<file path="src/cafc_map.vh">
// Register offsets, field positions and reset values of the filter control block
`ifndef CAFC_MAP_VH
`define CAFC_MAP_VH

// Register byte addresses
`define CAFC_ADDR_W          8
`define CAFC_ADDR_CTRL       8'h00
`define CAFC_ADDR_STATUS     8'h04
`define CAFC_ADDR_HITS       8'h08

// Per-filter byte lanes inside the control word
`define CAFC_FLT24_LSB       0
`define CAFC_FLT25_LSB       8
`define CAFC_SLOT_W          8

// Fields inside one filter byte
`define CAFC_ON_BIT          7
`define CAFC_MASK_MSB        6
`define CAFC_MASK_LSB        5
`define CAFC_DEST_MSB        4
`define CAFC_DEST_LSB        0

// Status word fields
`define CAFC_ST_REFUSED_LSB  0
`define CAFC_ST_SEEN_BIT     4
`define CAFC_ST_LAST_FLT_BIT 5
`define CAFC_ST_LAST_DST_LSB 8

// Hit counter lanes
`define CAFC_HITS24_LSB      0
`define CAFC_HITS25_LSB      16

// Mask select codes
`define CAFC_MASK_CODE0      2'h0
`define CAFC_MASK_CODE1      2'h1
`define CAFC_MASK_CODE2      2'h2
`define CAFC_MASK_CODE3      2'h3

// Reset values
`define CAFC_RST_ON          1'h0
`define CAFC_RST_MASK        2'h0
`define CAFC_RST_DEST        5'h00
`define CAFC_RST_WORD        32'h0000_0000

`endif
</file>
<file path="src/cafc_filter_ctrl.v">
// Control register and message steering for acceptance filters 24 and 25
// Operation
// Filter 25 enable at bit 15; one turns it on, zero off.
// Filter 24 enable at bit 7; one active, zero inactive.
// Filter 25 mask pick in bits 14:13; 11 mask 3, 10 mask 2.
// Filter 24 mask pick in bits 6:5; 00 selects mask 0.
// Filter 25 FIFO destination in bits 12:8, FIFO 0 to 31.
// Filter 24 FIFO destination in bits 4:0, FIFO 0 to 31.
// Mask pick and destination change only while that filter is off.
// Mask pick code 01 selects acceptance mask 1.
// Disabled filters take no part in matching or FIFO steering.
//
// Added by the designer: the placing of the registers and the plain strobed port.
`timescale 1ns/1ps
`include "cafc_map.vh"

module cafc_filter_ctrl #(
  parameter CNT_W = 16
) (
  // Clock and reset
  input  wire                    clk_in,
  input  wire                    rst_in,
  // Register port
  input  wire [`CAFC_ADDR_W-1:0] reg_addr_in,
  input  wire [31:0]             reg_wdata_in,
  input  wire                    reg_wr_in,
  input  wire                    reg_rd_in,
  output wire [31:0]             reg_rdata_out,
  // Match pulses from the identifier compare engine, bit 0 filter 24
  input  wire [1:0]              match_in,
  // Filter settings towards the compare engine
  output wire                    filter24_on_out,
  output wire                    filter25_on_out,
  output wire [1:0]              filter24_mask_pick_out,
  output wire [1:0]              filter25_mask_pick_out,
  output wire [3:0]              filter24_mask_onehot_out,
  output wire [3:0]              filter25_mask_onehot_out,
  output wire [4:0]              filter24_fifo_dest_out,
  output wire [4:0]              filter25_fifo_dest_out,
  // Steering result towards the receive FIFOs
  output wire                    route_valid_out,
  output wire [4:0]              route_fifo_out,
  output wire                    route_filter_out
);

  localparam NFLT = 2;

  // Mask code to one-hot mask select, bit n selects acceptance mask n
  function [3:0] mask_decode;
    input [1:0] code;
    begin
      case (code)
        `CAFC_MASK_CODE0: mask_decode = 4'h1;
        `CAFC_MASK_CODE1: mask_decode = 4'h2;
        `CAFC_MASK_CODE2: mask_decode = 4'h4;
        `CAFC_MASK_CODE3: mask_decode = 4'h8;
        default:          mask_decode = 4'h1;
      endcase
    end
  endfunction

  // Lane of filter n inside the control word
  function integer slot_lsb;
    input integer n;
    begin
      slot_lsb = (n == 0) ? `CAFC_FLT24_LSB : `CAFC_FLT25_LSB;
    end
  endfunction

  // Address decode
  wire hit_ctrl_w   = (reg_addr_in == `CAFC_ADDR_CTRL);
  wire hit_status_w = (reg_addr_in == `CAFC_ADDR_STATUS);
  wire hit_hits_w   = (reg_addr_in == `CAFC_ADDR_HITS);
  wire wr_ctrl_w    = reg_wr_in & hit_ctrl_w;
  wire wr_status_w  = reg_wr_in & hit_status_w;
  wire wr_hits_w    = reg_wr_in & hit_hits_w;

  // Per-filter state
  wire [NFLT-1:0]       on_w;
  wire [NFLT*2-1:0]     mask_w;
  wire [NFLT*5-1:0]     dest_w;
  wire [NFLT*4-1:0]     onehot_w;
  wire [NFLT-1:0]       refused_w;
  wire [NFLT-1:0]       accept_w;
  wire [NFLT*CNT_W-1:0] hits_w;
  wire [31:0]           ctrl_word_w;

  wire [NFLT-1:0]       refused_flags_w;

  genvar g;
  generate
    for (g = 0; g < NFLT; g = g + 1) begin : g_flt
      localparam LSB = slot_lsb(g);
      reg [CNT_W-1:0] hits_q;
      // One flag per lane keeps a single process on each register
      reg             refused_q;

      cafc_filter_slot u_slot (
        .clk_in      (clk_in),
        .rst_in      (rst_in),
        .wr_in       (wr_ctrl_w),
        .wdata_in    (reg_wdata_in[LSB+`CAFC_SLOT_W-1:LSB]),
        .on_out      (on_w[g]),
        .mask_out    (mask_w[g*2+1:g*2]),
        .dest_out    (dest_w[g*5+4:g*5]),
        .refused_out (refused_w[g])
      );

      assign onehot_w[g*4+3:g*4] = mask_decode(mask_w[g*2+1:g*2]);
      // A match from a switched-off filter is dropped here
      assign accept_w[g] = match_in[g] & on_w[g];

      // Write of any value clears; a hit in the same cycle still counts
      always @(posedge clk_in or posedge rst_in) begin
        if (rst_in) begin
          hits_q <= {CNT_W{1'b0}};
        end else if (accept_w[g]) begin
          hits_q <= (wr_hits_w ? {CNT_W{1'b0}} : hits_q) + {{(CNT_W-1){1'b0}}, 1'b1};
        end else if (wr_hits_w) begin
          hits_q <= {CNT_W{1'b0}};
        end
      end
      assign hits_w[g*CNT_W+CNT_W-1:g*CNT_W] = hits_q;

      // Sticky refused flag, write one to clear, set wins
      always @(posedge clk_in or posedge rst_in) begin
        if (rst_in) begin
          refused_q <= 1'b0;
        end else if (refused_w[g]) begin
          refused_q <= 1'b1;
        end else if (wr_status_w & reg_wdata_in[`CAFC_ST_REFUSED_LSB+g]) begin
          refused_q <= 1'b0;
        end
      end
      assign refused_flags_w[g] = refused_q;

      assign ctrl_word_w[LSB+`CAFC_ON_BIT]                  = on_w[g];
      assign ctrl_word_w[LSB+`CAFC_MASK_MSB:LSB+`CAFC_MASK_LSB] = mask_w[g*2+1:g*2];
      assign ctrl_word_w[LSB+`CAFC_DEST_MSB:LSB+`CAFC_DEST_LSB] = dest_w[g*5+4:g*5];
    end
  endgenerate

  // Upper half belongs to other filters and reads as zero here
  assign ctrl_word_w[31:16] = 16'h0000;

  // Steering: on a double hit the lower-numbered filter wins, as in the
  // usual CAN filter priority; the other message copy is not duplicated
  reg       route_valid_q;
  reg [4:0] route_fifo_q;
  reg       route_filter_q;
  reg       seen_q;

  always @(posedge clk_in or posedge rst_in) begin
    if (rst_in) begin
      route_valid_q  <= 1'b0;
      route_fifo_q   <= `CAFC_RST_DEST;
      route_filter_q <= 1'b0;
      seen_q         <= 1'b0;
    end else begin
      route_valid_q <= |accept_w;
      if (accept_w[0]) begin
        route_fifo_q   <= dest_w[4:0];
        route_filter_q <= 1'b0;
        seen_q         <= 1'b1;
      end else if (accept_w[1]) begin
        route_fifo_q   <= dest_w[9:5];
        route_filter_q <= 1'b1;
        seen_q         <= 1'b1;
      end else if (wr_status_w & reg_wdata_in[`CAFC_ST_SEEN_BIT]) begin
        seen_q <= 1'b0;
      end
    end
  end

  // Status word
  wire [31:0] status_word_w;
  assign status_word_w = {16'h0000,
                          3'h0, route_fifo_q,
                          2'h0, route_filter_q, seen_q,
                          2'h0, refused_flags_w};

  // Read data: valid only in the cycle after the read strobe
  reg [31:0] rdata_q;
  reg [31:0] rdata_d;

  always @* begin
    rdata_d = `CAFC_RST_WORD;
    if (reg_rd_in) begin
      if (hit_ctrl_w) begin
        rdata_d = ctrl_word_w;
      end else if (hit_status_w) begin
        rdata_d = status_word_w;
      end else if (hit_hits_w) begin
        rdata_d = {hits_w[2*CNT_W-1:CNT_W], hits_w[CNT_W-1:0]};
      end
    end
  end

  always @(posedge clk_in or posedge rst_in) begin
    if (rst_in) begin
      rdata_q <= `CAFC_RST_WORD;
    end else begin
      rdata_q <= rdata_d;
    end
  end

  assign reg_rdata_out            = rdata_q;
  assign filter24_on_out          = on_w[0];
  assign filter25_on_out          = on_w[1];
  assign filter24_mask_pick_out   = mask_w[1:0];
  assign filter25_mask_pick_out   = mask_w[3:2];
  assign filter24_mask_onehot_out = onehot_w[3:0];
  assign filter25_mask_onehot_out = onehot_w[7:4];
  assign filter24_fifo_dest_out   = dest_w[4:0];
  assign filter25_fifo_dest_out   = dest_w[9:5];
  assign route_valid_out          = route_valid_q;
  assign route_fifo_out           = route_fifo_q;
  assign route_filter_out         = route_filter_q;

endmodule // cafc_filter_ctrl

</file>
<file path="src/cafc_filter_slot.v">
// One acceptance filter: enable, mask pick and FIFO destination with write lock
`timescale 1ns/1ps
`include "cafc_map.vh"

module cafc_filter_slot (
  // Clock and reset
  input  wire       clk_in,
  input  wire       rst_in,
  // Write port for this filter's byte
  input  wire       wr_in,
  input  wire [7:0] wdata_in,
  // Held fields
  output wire       on_out,
  output wire [1:0] mask_out,
  output wire [4:0] dest_out,
  // Write attempt that tried to change locked fields
  output wire       refused_out
);

  reg       on_q;
  reg [1:0] mask_q;
  reg [4:0] dest_q;

  wire [1:0] new_mask_w = wdata_in[`CAFC_MASK_MSB:`CAFC_MASK_LSB];
  wire [4:0] new_dest_w = wdata_in[`CAFC_DEST_MSB:`CAFC_DEST_LSB];
  // Lock follows the enable as it stands before the write, so one write may
  // load fields and switch the filter on together
  wire       open_w     = ~on_q;

  always @(posedge clk_in or posedge rst_in) begin
    if (rst_in) begin
      on_q   <= `CAFC_RST_ON;
      mask_q <= `CAFC_RST_MASK;
      dest_q <= `CAFC_RST_DEST;
    end else if (wr_in) begin
      on_q <= wdata_in[`CAFC_ON_BIT];
      if (open_w) begin
        mask_q <= new_mask_w;
        dest_q <= new_dest_w;
      end
    end
  end

  assign on_out      = on_q;
  assign mask_out    = mask_q;
  assign dest_out    = dest_q;
  assign refused_out = wr_in & ~open_w & ((new_mask_w != mask_q) | (new_dest_w != dest_q));

endmodule // cafc_filter_slot

</file>
<file path="config.mk">
export PLATFORM = sky130hd
export DESIGN_NAME = cafc_filter_ctrl
export DESIGN_NICKNAME = d
export VERILOG_FILES = /design/src/cafc_filter_ctrl.v /design/src/cafc_filter_slot.v
export VERILOG_INCLUDE_DIRS = /design/src
export SDC_FILE = /design/constraint.sdc
export NUM_CORES = 1
export LEC_CHECK = 0
export BUFFER_PORTS_ARGS = -buffer_cell sky130_fd_sc_hd__buf_2
export CORE_MARGIN = 4
export CORE_UTILIZATION = 30
export CTS_BUF_LIST = sky130_fd_sc_hd__clkbuf_16
export DETAILED_ROUTE_END_ITERATION = 8
export MAX_ROUTING_LAYER = met4
export SETUP_SLACK_MARGIN = 0.2
export SLEW_MARGIN = 5
export SYNTH_ARGS = -nofsm -noshare
export SYNTH_HDL_FRONTEND = slang
export SYNTH_HIERARCHICAL = 1
export SYNTH_SLANG_ARGS = --single-unit
</file>
<file path="constraint.sdc">
create_clock -name clk_in -period 3.7 [get_ports clk_in]
set_clock_uncertainty 0.15 [all_clocks]
set_input_delay 0.74 -clock clk_in [delete_from_list [all_inputs] [get_ports clk_in]]
set_output_delay 0.74 -clock clk_in [all_outputs]
set_load 0.005 [all_outputs]
</file>
==> impl_metrics.yaml, run 1 <==
worst_setup_path:
  slowest_delay_ns: 0.57
  critPathMaxFanout: 8
  crit_family: "simple AND/OR/NAND/NOR gates"
  cp.arrival_ns: 2.77
  r2r_start: "g_flt[0].u_slot/on_out"
  critPathBufInv: 2
  cpMaxStageDelayCell: "or4_4"
  r2r-end: "g_flt[0].hits_q[15]"
  cp-start-kind: "primary input"
  worstPathCellList: "buf_2 -> or4_4 -> nor4_4 -> buf_4 -> and2_1 -> nor2b_4 -> mux2_4"
  worst_r2r_path_depth: 4
  cp-end-kind: "register"
  path_class: "in -> reg"
  critPathRequiredTime_ns: 3.77
  reg2reg_slack_ns: 1.56
sta:
  fin_crit_sh_pct: 72.8
  fmax_mhz: 371
  hold-worst-slack_ns: 0.203
  slew_headroom_pct: 52.3
  period_minus_slack_ns: 2.70
  worst_pin_slew_ns: 0.698
  rsz0062_at_grt: "false"
  final_hold_viol_count: 0
  drv_slew: 0
  setup_violations: 0
  setup_tns_ns: 0
final_layout:
  nets: 532
  drive_gt1_share_pct: 28.4
  multi_input_area_mm2: 0.00183
  antenna_cells: 0
  nFillCells: 1385
  regArea_mm2: 0.00225
  fin_util_pct: 38.4
  final_cell_count_no_fill: 665
  syn_to_final_growth_pct: 23.2
global_routing:
  grt_pass1_vias: 3198
  grt_pass1_wl_um: 17200
  antenna_found_initial: 0
  overflow: 0
  grt_max_degree: 75
  grt_usage_pct: 13.9
flow_run:
  drv_cap: 0
drt:
  drt-initial-drc-count: 240
  detail_route.wl_per_cell_um: 15.9
  totalWireLength_um: 10600
  first_pass_iters: 5
  drcViolationCount: 0
  ant_nets: 0
  avgViaCountPerCell: 4.76
  num_vias: 3168
power:
  intPower_mw: 1.75
  power.share.switching_pct: 24.6
  power_frac_seq_pct: 48.0
  p_per_area_mw_per_mm2: 447
  pwr-share-comb_pct: 10.1
  p_leak_nw: 2.61
  ir_worst_vdd_v: 0.000165
  clkPwrFrac_pct: 41.9
  p_switching_uw: 569
logic_synthesis:
  ys_types: 40
  ys_seq_area_share_pct: 53.6
  synth_top_family_by_area: "simple AND/OR/NAND/NOR gates"
  synth_largest_area_cell: "dfrtp_1"
  synthAdderAreaFrac_pct: 0.596
  async_flop_share_pct: 100
  postSynthCellCount: 390
  synthTopCellsByCount: "90 x dfrtp_1, 55 x nor2_1, 38 x nand2_1"
  yosysMostFrequentCell: "dfrtp_1"
  synth_compound_area_share_pct: 5.18
  syn_area_mm2: 0.00420
  synth_edf_count: 0
  synth-simple-area-share_pct: 22.7
  ys_top_cells_by_area: "dfrtp_1 54%, xnor2_1 5.8%, mux2_4 5.0%, nor2_1 4.9%, nand2_1 3.4%"
  synthesis.nets: 438
  synthXorXnorAreaFrac_pct: 8.76
  muxShareOfSynthArea_pct: 6.32
  ys_warn_count: 6
  synth_area_per_cell_um2: 10.8
  synth-seq-cells: 90
  synth_ff_type: "dfrtp_1"
  netlist.area_leader.share_pct: 53.6
clock_tree:
  cts_made_buffers: 9
  cts_resized: 0
  cts_tree: "yes"
  htreeDepth: 3
  clkLatencyLatePin_ns: 0.34
  clockBufferDepth: 2
  root_buffer: "clkbuf_16"
  clkTransAtPathRegs_ns: 0.07
  post_cts_buffers: 0
  cts_sinks: 90
  cts_hold_buf: 0
placement:
  gp_congestion: 0.854
  dp.final_hpwl_um: 7840
  dp_cells: 649
  io_buffers: 92
floorplan:
  core-area_mm2: 0.0135
  initial_utilization_pct: 31.2
  die_h_um: 126
  rows: 42
  io_pins: 109
  die_area_mm2: 0.0160
  dieWidth_um: 126
worst_hold_path:
  hold_class: "in -> async"
run_status:
  status: "completed"
## layer usage
metal	global-route usage (%)	up-vias	part of all wire (%)
li1	-	1533	-
met4	4.79	0	0.93
met2	22.2	76	49
met1	17.8	1550	46
met3	2.69	9	4.3
met5	-	-	0
## per-stage QoR
stage	worst slack, ns	total power, mW	instance area (um2)
finish	1.00	2.31	5170
global route	0.951	2.41	5170
CTS	1.02	2.34	5170
detailed placement	0.656	1.37	4850
global placement	0.675	1.35	4850
floorplan	0.928	1.24	4200
## cells by family after synthesis
kind of cell    after synthesis
compound gates               29
simple gates                184
mux                          19
flops                        90
buf+inv                      24
fa+ha+maj                     2
xor+xnor                     42
## power by group through the flow
stage	logic [mW]	clock network, mW	registers (mW)
2_1_floorplan	0.134	0	1.11
3_3_place_gp	0.229	0	1.12
3_5_place_dp	0.238	0	1.13
4_1_cts	0.240	0.992	1.11
5_1_grt	0.265	1.03	1.12
6_report	0.233	0.971	1.11
## flip-flops by register name, summed over array words and instances (netlist names)
signal,cells
g_flt.refused_q,2
route_fifo_out,5
g_flt.hits_q,32
reg_rdata_out,32
route_filter_out,1
g_flt.u_slot/mask_out,4
g_flt.u_slot/dest_out,10
seen_q,1
g_flt.u_slot/on_out,2
route_valid_out,1
## placed cells by master, fill, tap and decap left out, types with 2 or more instances in the layout
cell       Yosys  layout
buf_2          3      92
dfrtp_1       90      90
nor2_1        55      55
nand2_1       38      38
xnor2_1       28      28
and3_1        17      17
xor2_1        14      14
mux2_4        14      14
nor4_1        13      13
nor2b_1       12      12
and2_1        10      10
nand4_1       10      10
nand3_1        9       9
nor3_1         9       9
clkbuf_16      0       9
a2111oi_0      8       8
inv_1          8       7
a22oi_1        7       7
a31oi_1        5       5
buf_4          2       5
mux2_2         4       4
clkinv_1       1       3
a21o_1         3       3
or4_1          2       2
a21oi_1        2       2
ha_1           2       2
bufinv_16      0       2
nor2b_4        2       2
a41oi_1        2       2
## area by class of cell
type                            count  area share [%]
Sequential cell                    90            43.5
Multi-Input combinational cell    276            35.4
Timing Repair Buffer               98            10.0
Clock buffer                        9            4.35
Tap cell                          176            4.26
Clock inverter                      7            1.79
Inverter                            9           0.653
## worst max path at each step
stage / startpoint / end / depth (start not counted)
floorplan: rst_in / g_flt[0].hits_q[0] / 1
global placement: reg_addr_in[5] / g_flt[0].u_slot/dest_out[4] / 7
detailed placement: reg_addr_in[5] / g_flt[0].u_slot/dest_out[3] / 7
CTS: reg_addr_in[5] / g_flt[0].u_slot/dest_out[3] / 7
global route: reg_addr_in[5] / g_flt[1].u_slot/mask_out[0] / 7
finish: reg_addr_in[5] / g_flt[1].u_slot/mask_out[0] / 7
(Power assumes the default switching activity.)
==> run 2, diff against run 1 <==
- ABC_AREA: unset -> 1
- clock period: 3.7 -> 2.3 ns (I/O delays scaled with it)
==> impl_metrics.yaml, run 2 <==
logic_synthesis:
  ys_top_cells_by_area: "dfrtp_1 49%, inv_1 9.8%, nand2_1 9.3%, nor2_1 5.9%, nand3_1 4.8%"
  synth-seq-cells: 90
  ys_warn_count: 6
  synthesis.nets: 616
  synth_largest_area_cell: "dfrtp_1"
  synth_edf_count: 0
  synth_area_per_cell_um2: 8.02
  async_flop_share_pct: 100
  ys_types: 32
  postSynthCellCount: 568
  ys_seq_area_share_pct: 49.5
  syn_area_mm2: 0.00455
  synthTopCellsByCount: "119 x inv_1, 113 x nand2_1, 90 x dfrtp_1"
  yosysMostFrequentCell: "inv_1"
  synth_ff_type: "dfrtp_1"
  netlist.area_leader.share_pct: 49.5
flow_run:
  drv_cap: 0
sta:
  slew_headroom_pct: 69.0
  fin_ws_ns: 0.360
  hold-worst-slack_ns: 0.178
  fmax_mhz: 516
  final_hold_viol_count: 0
  drv_slew: 0
  period_minus_slack_ns: 1.94
  fin_crit_sh_pct: 84.3
  setup_violations: 0
  rsz0062_at_grt: "false"
  worst_pin_slew_ns: 0.465
power:
  ir_worst_vdd_v: 0.000405
  intPower_mw: 3.01
  pwr-share-comb_pct: 17.9
  p_switching_mw: 1.20
  p_per_area_mw_per_mm2: 723
  power_frac_seq_pct: 44.6
  power.share.switching_pct: 28.6
  p_leak_nw: 3.14
  clkPwrFrac_pct: 37.6
drt:
  totalWireLength_um: 11000
  num_vias: 3845
  ant_nets: 0
  avgViaCountPerCell: 4.38
  drt-initial-drc-count: 170
  first_pass_iters: 4
  detail_route.wl_per_cell_um: 12.5
  drcViolationCount: 0
worst_setup_path:
  slowest_delay_ns: 0.20
  critPathMaxFanout: 5
  cp-end-kind: "register"
  path_class: "in -> reg"
  critPathRequiredTime_ns: 2.39
  cpMaxStageDelayCell: "ha_2"
  cp-start-kind: "primary input"
  worstPathCellList: "buf_2 -> inv_12 -> nand2_8 -> nor2_4 -> nand2_8 -> nor2_8 -> nor2_2 -> ha_2 -> inv_2 -> nor2_1 -> nand3_1 -> nor2_2 -> nand4_1 -> xor2_1 -> inv_1"
  cp.arrival_ns: 2.03
global_routing:
  grt_pass1_vias: 3748
  busiest_layer: "met2"
  grt_pass1_wl_um: 18500
  grt_max_degree: 35
  antenna_found_initial: 0
  use_met3_pct: 3.75
  overflow: 0
  met2_usage_pct: 21.2
  grt_usage_pct: 13.6
  met1_usage_pct: 17.3
placement:
  gp_congestion: 0.826
  io_buffers: 92
  dp_cells: 860
  dp.final_hpwl_um: 8410
  dp_slack_ns: -0.00255
floorplan:
  initial_utilization_pct: 31.0
  dieWidth_um: 131
  core-area_mm2: 0.0147
  die_area_mm2: 0.0172
  die_h_um: 131
  io_pins: 109
  rows: 44
final_layout:
  antenna_cells: 0
  nets: 736
  layout_common_cells: "114 x inv_1, 110 x nand2_1, 92 x buf_2, 90 x dfrtp_1, 67 x nor2_1"
  nFillCells: 1512
  drive_gt1_share_pct: 25.4
  final_common_cell: "inv_1"
  final_cell_count_no_fill: 877
  syn_to_final_growth_pct: 27.9
clock_tree:
  cts_sinks: 90
  cts_tree: "yes"
  htreeDepth: 3
  clkTransAtPathRegs_ns: 0.07
  clockBufferDepth: 2
  post_cts_buffers: 0
  cts_made_buffers: 9
  root_buffer: "clkbuf_16"
  clkLatencyLatePin_ns: 0.34
run_status:
  status: "completed"
worst_hold_path:
  hold_class: "in -> reg"
[run 2: cell count changes in the layout (fill, tap and decap cells not counted), moves of 13 or more]
cell | before | now
nand2_1 | 38 | 110
and3_1 | 17 | 0
xnor2_1 | 28 | 9
buf_4 | 5 | 25
nand3_1 | 9 | 43
nor4_1 | 13 | 0
inv_1 | 7 | 114
o21ai_0 | 1 | 24
[run 2: path summary, 6_finish.rpt]
check / endpoint / cells past startpoint / startpoint / slack [ns]
max: g_flt[0].hits_q[12] / 15 / reg_addr_in[1] / 0.36
min: g_flt[1].u_slot/on_out / 3 / reg_wdata_in[15] / 0.18
max reg2reg: g_flt[0].hits_q[11] / 6 / g_flt[0].hits_q[2] / 0.49
min reg2reg: g_flt[0].refused_q / 1 / g_flt[0].refused_q / 0.33
max in group asynchronous: reg_rdata_out[16] / 4 / rst_in / 0.92
min in group asynchronous: g_flt[1].u_slot/on_out / 3 / rst_in / 0.50
[run 2: stage by stage]
| stage | power [mW] | cell area [um2] | TNS [ns] | util [%] |
|---|---|---|---|---|
| global placement | 2.64 | 5500 | 0 | 37.4 |
| detailed placement | 2.65 | 5500 | -0.00255 | 37.4 |
| CTS | 4.25 | 5820 | 0 | 39.6 |
| floorplan | 2.38 | 4640 | 0 | - |
| global route | 4.44 | 5820 | 0 | 39.6 |
| finish | 4.21 | 5820 | 0 | 39.6 |
[run 2: cell type report]
cell class | count | area [um2] | share of cell area (%)
clock inverters | 7 | 92.6 | 1.59
well taps | 184 | 230 | 3.95
flip-flops and latches | 90 | 2250 | 38.7
multi-input cells | 346 | 1830 | 31.4
inverters | 120 | 474 | 8.14
repair buffers | 121 | 718 | 12.3
clock buffers | 9 | 225 | 3.87
[run 2: worst max-delay path, delay by kind of cell]
family	cells	cell delay, ns
adder cells (fa/ha/maj)	1	0.20
XOR/XNOR	1	0.16
AND/OR/NAND/NOR	9	0.89
buffers and inverters	4	0.31
[run 2: logic make-up (layout without fill, tap and decap cells)]
group / Yosys count / count (layout) / share of synthesized area [%]
XOR/XNOR: 22 / 22 / 4.23
AND/OR/NAND/NOR: 259 / 259 / 25.1
flip-flops: 90 / 90 / 49.5
adder cells (fa/ha/maj): 2 / 2 / 0.549
multiplexers: 2 / 2 / 0.659
AO/OA/AOI/OAI: 61 / 61 / 8.30
buffers and inverters: 132 / 257 / 11.7
[run 2: power groups by stage]
stage | logic (mW) | clock network [mW] | registers (mW)
after floorplan | 0.513 | 0 | 1.86
after global placement | 0.742 | 0 | 1.90
final | 0.752 | 1.58 | 1.88
after CTS | 0.763 | 1.62 | 1.87
after global routing | 0.869 | 1.67 | 1.90
after detailed placement | 0.756 | 0 | 1.90
[run 2: routing by layer]
metal / part of all wire, % / wire [um] / vias up
met5: 0 / 0 / -
met1: 48 / 5290 / 1747
met4: 1.7 / 187 / 0
met3: 5.6 / 617 / 13
li1: - / - / 1995
met2: 44 / 4860 / 90
[run 2: what timing repair did]
item                                   in CTS  in global routing
hold buffers                                1                  0
setup endpoints to repair                   0                  2
endpoints found under the hold margin      16                  0
gates resized for setup                     0                  0
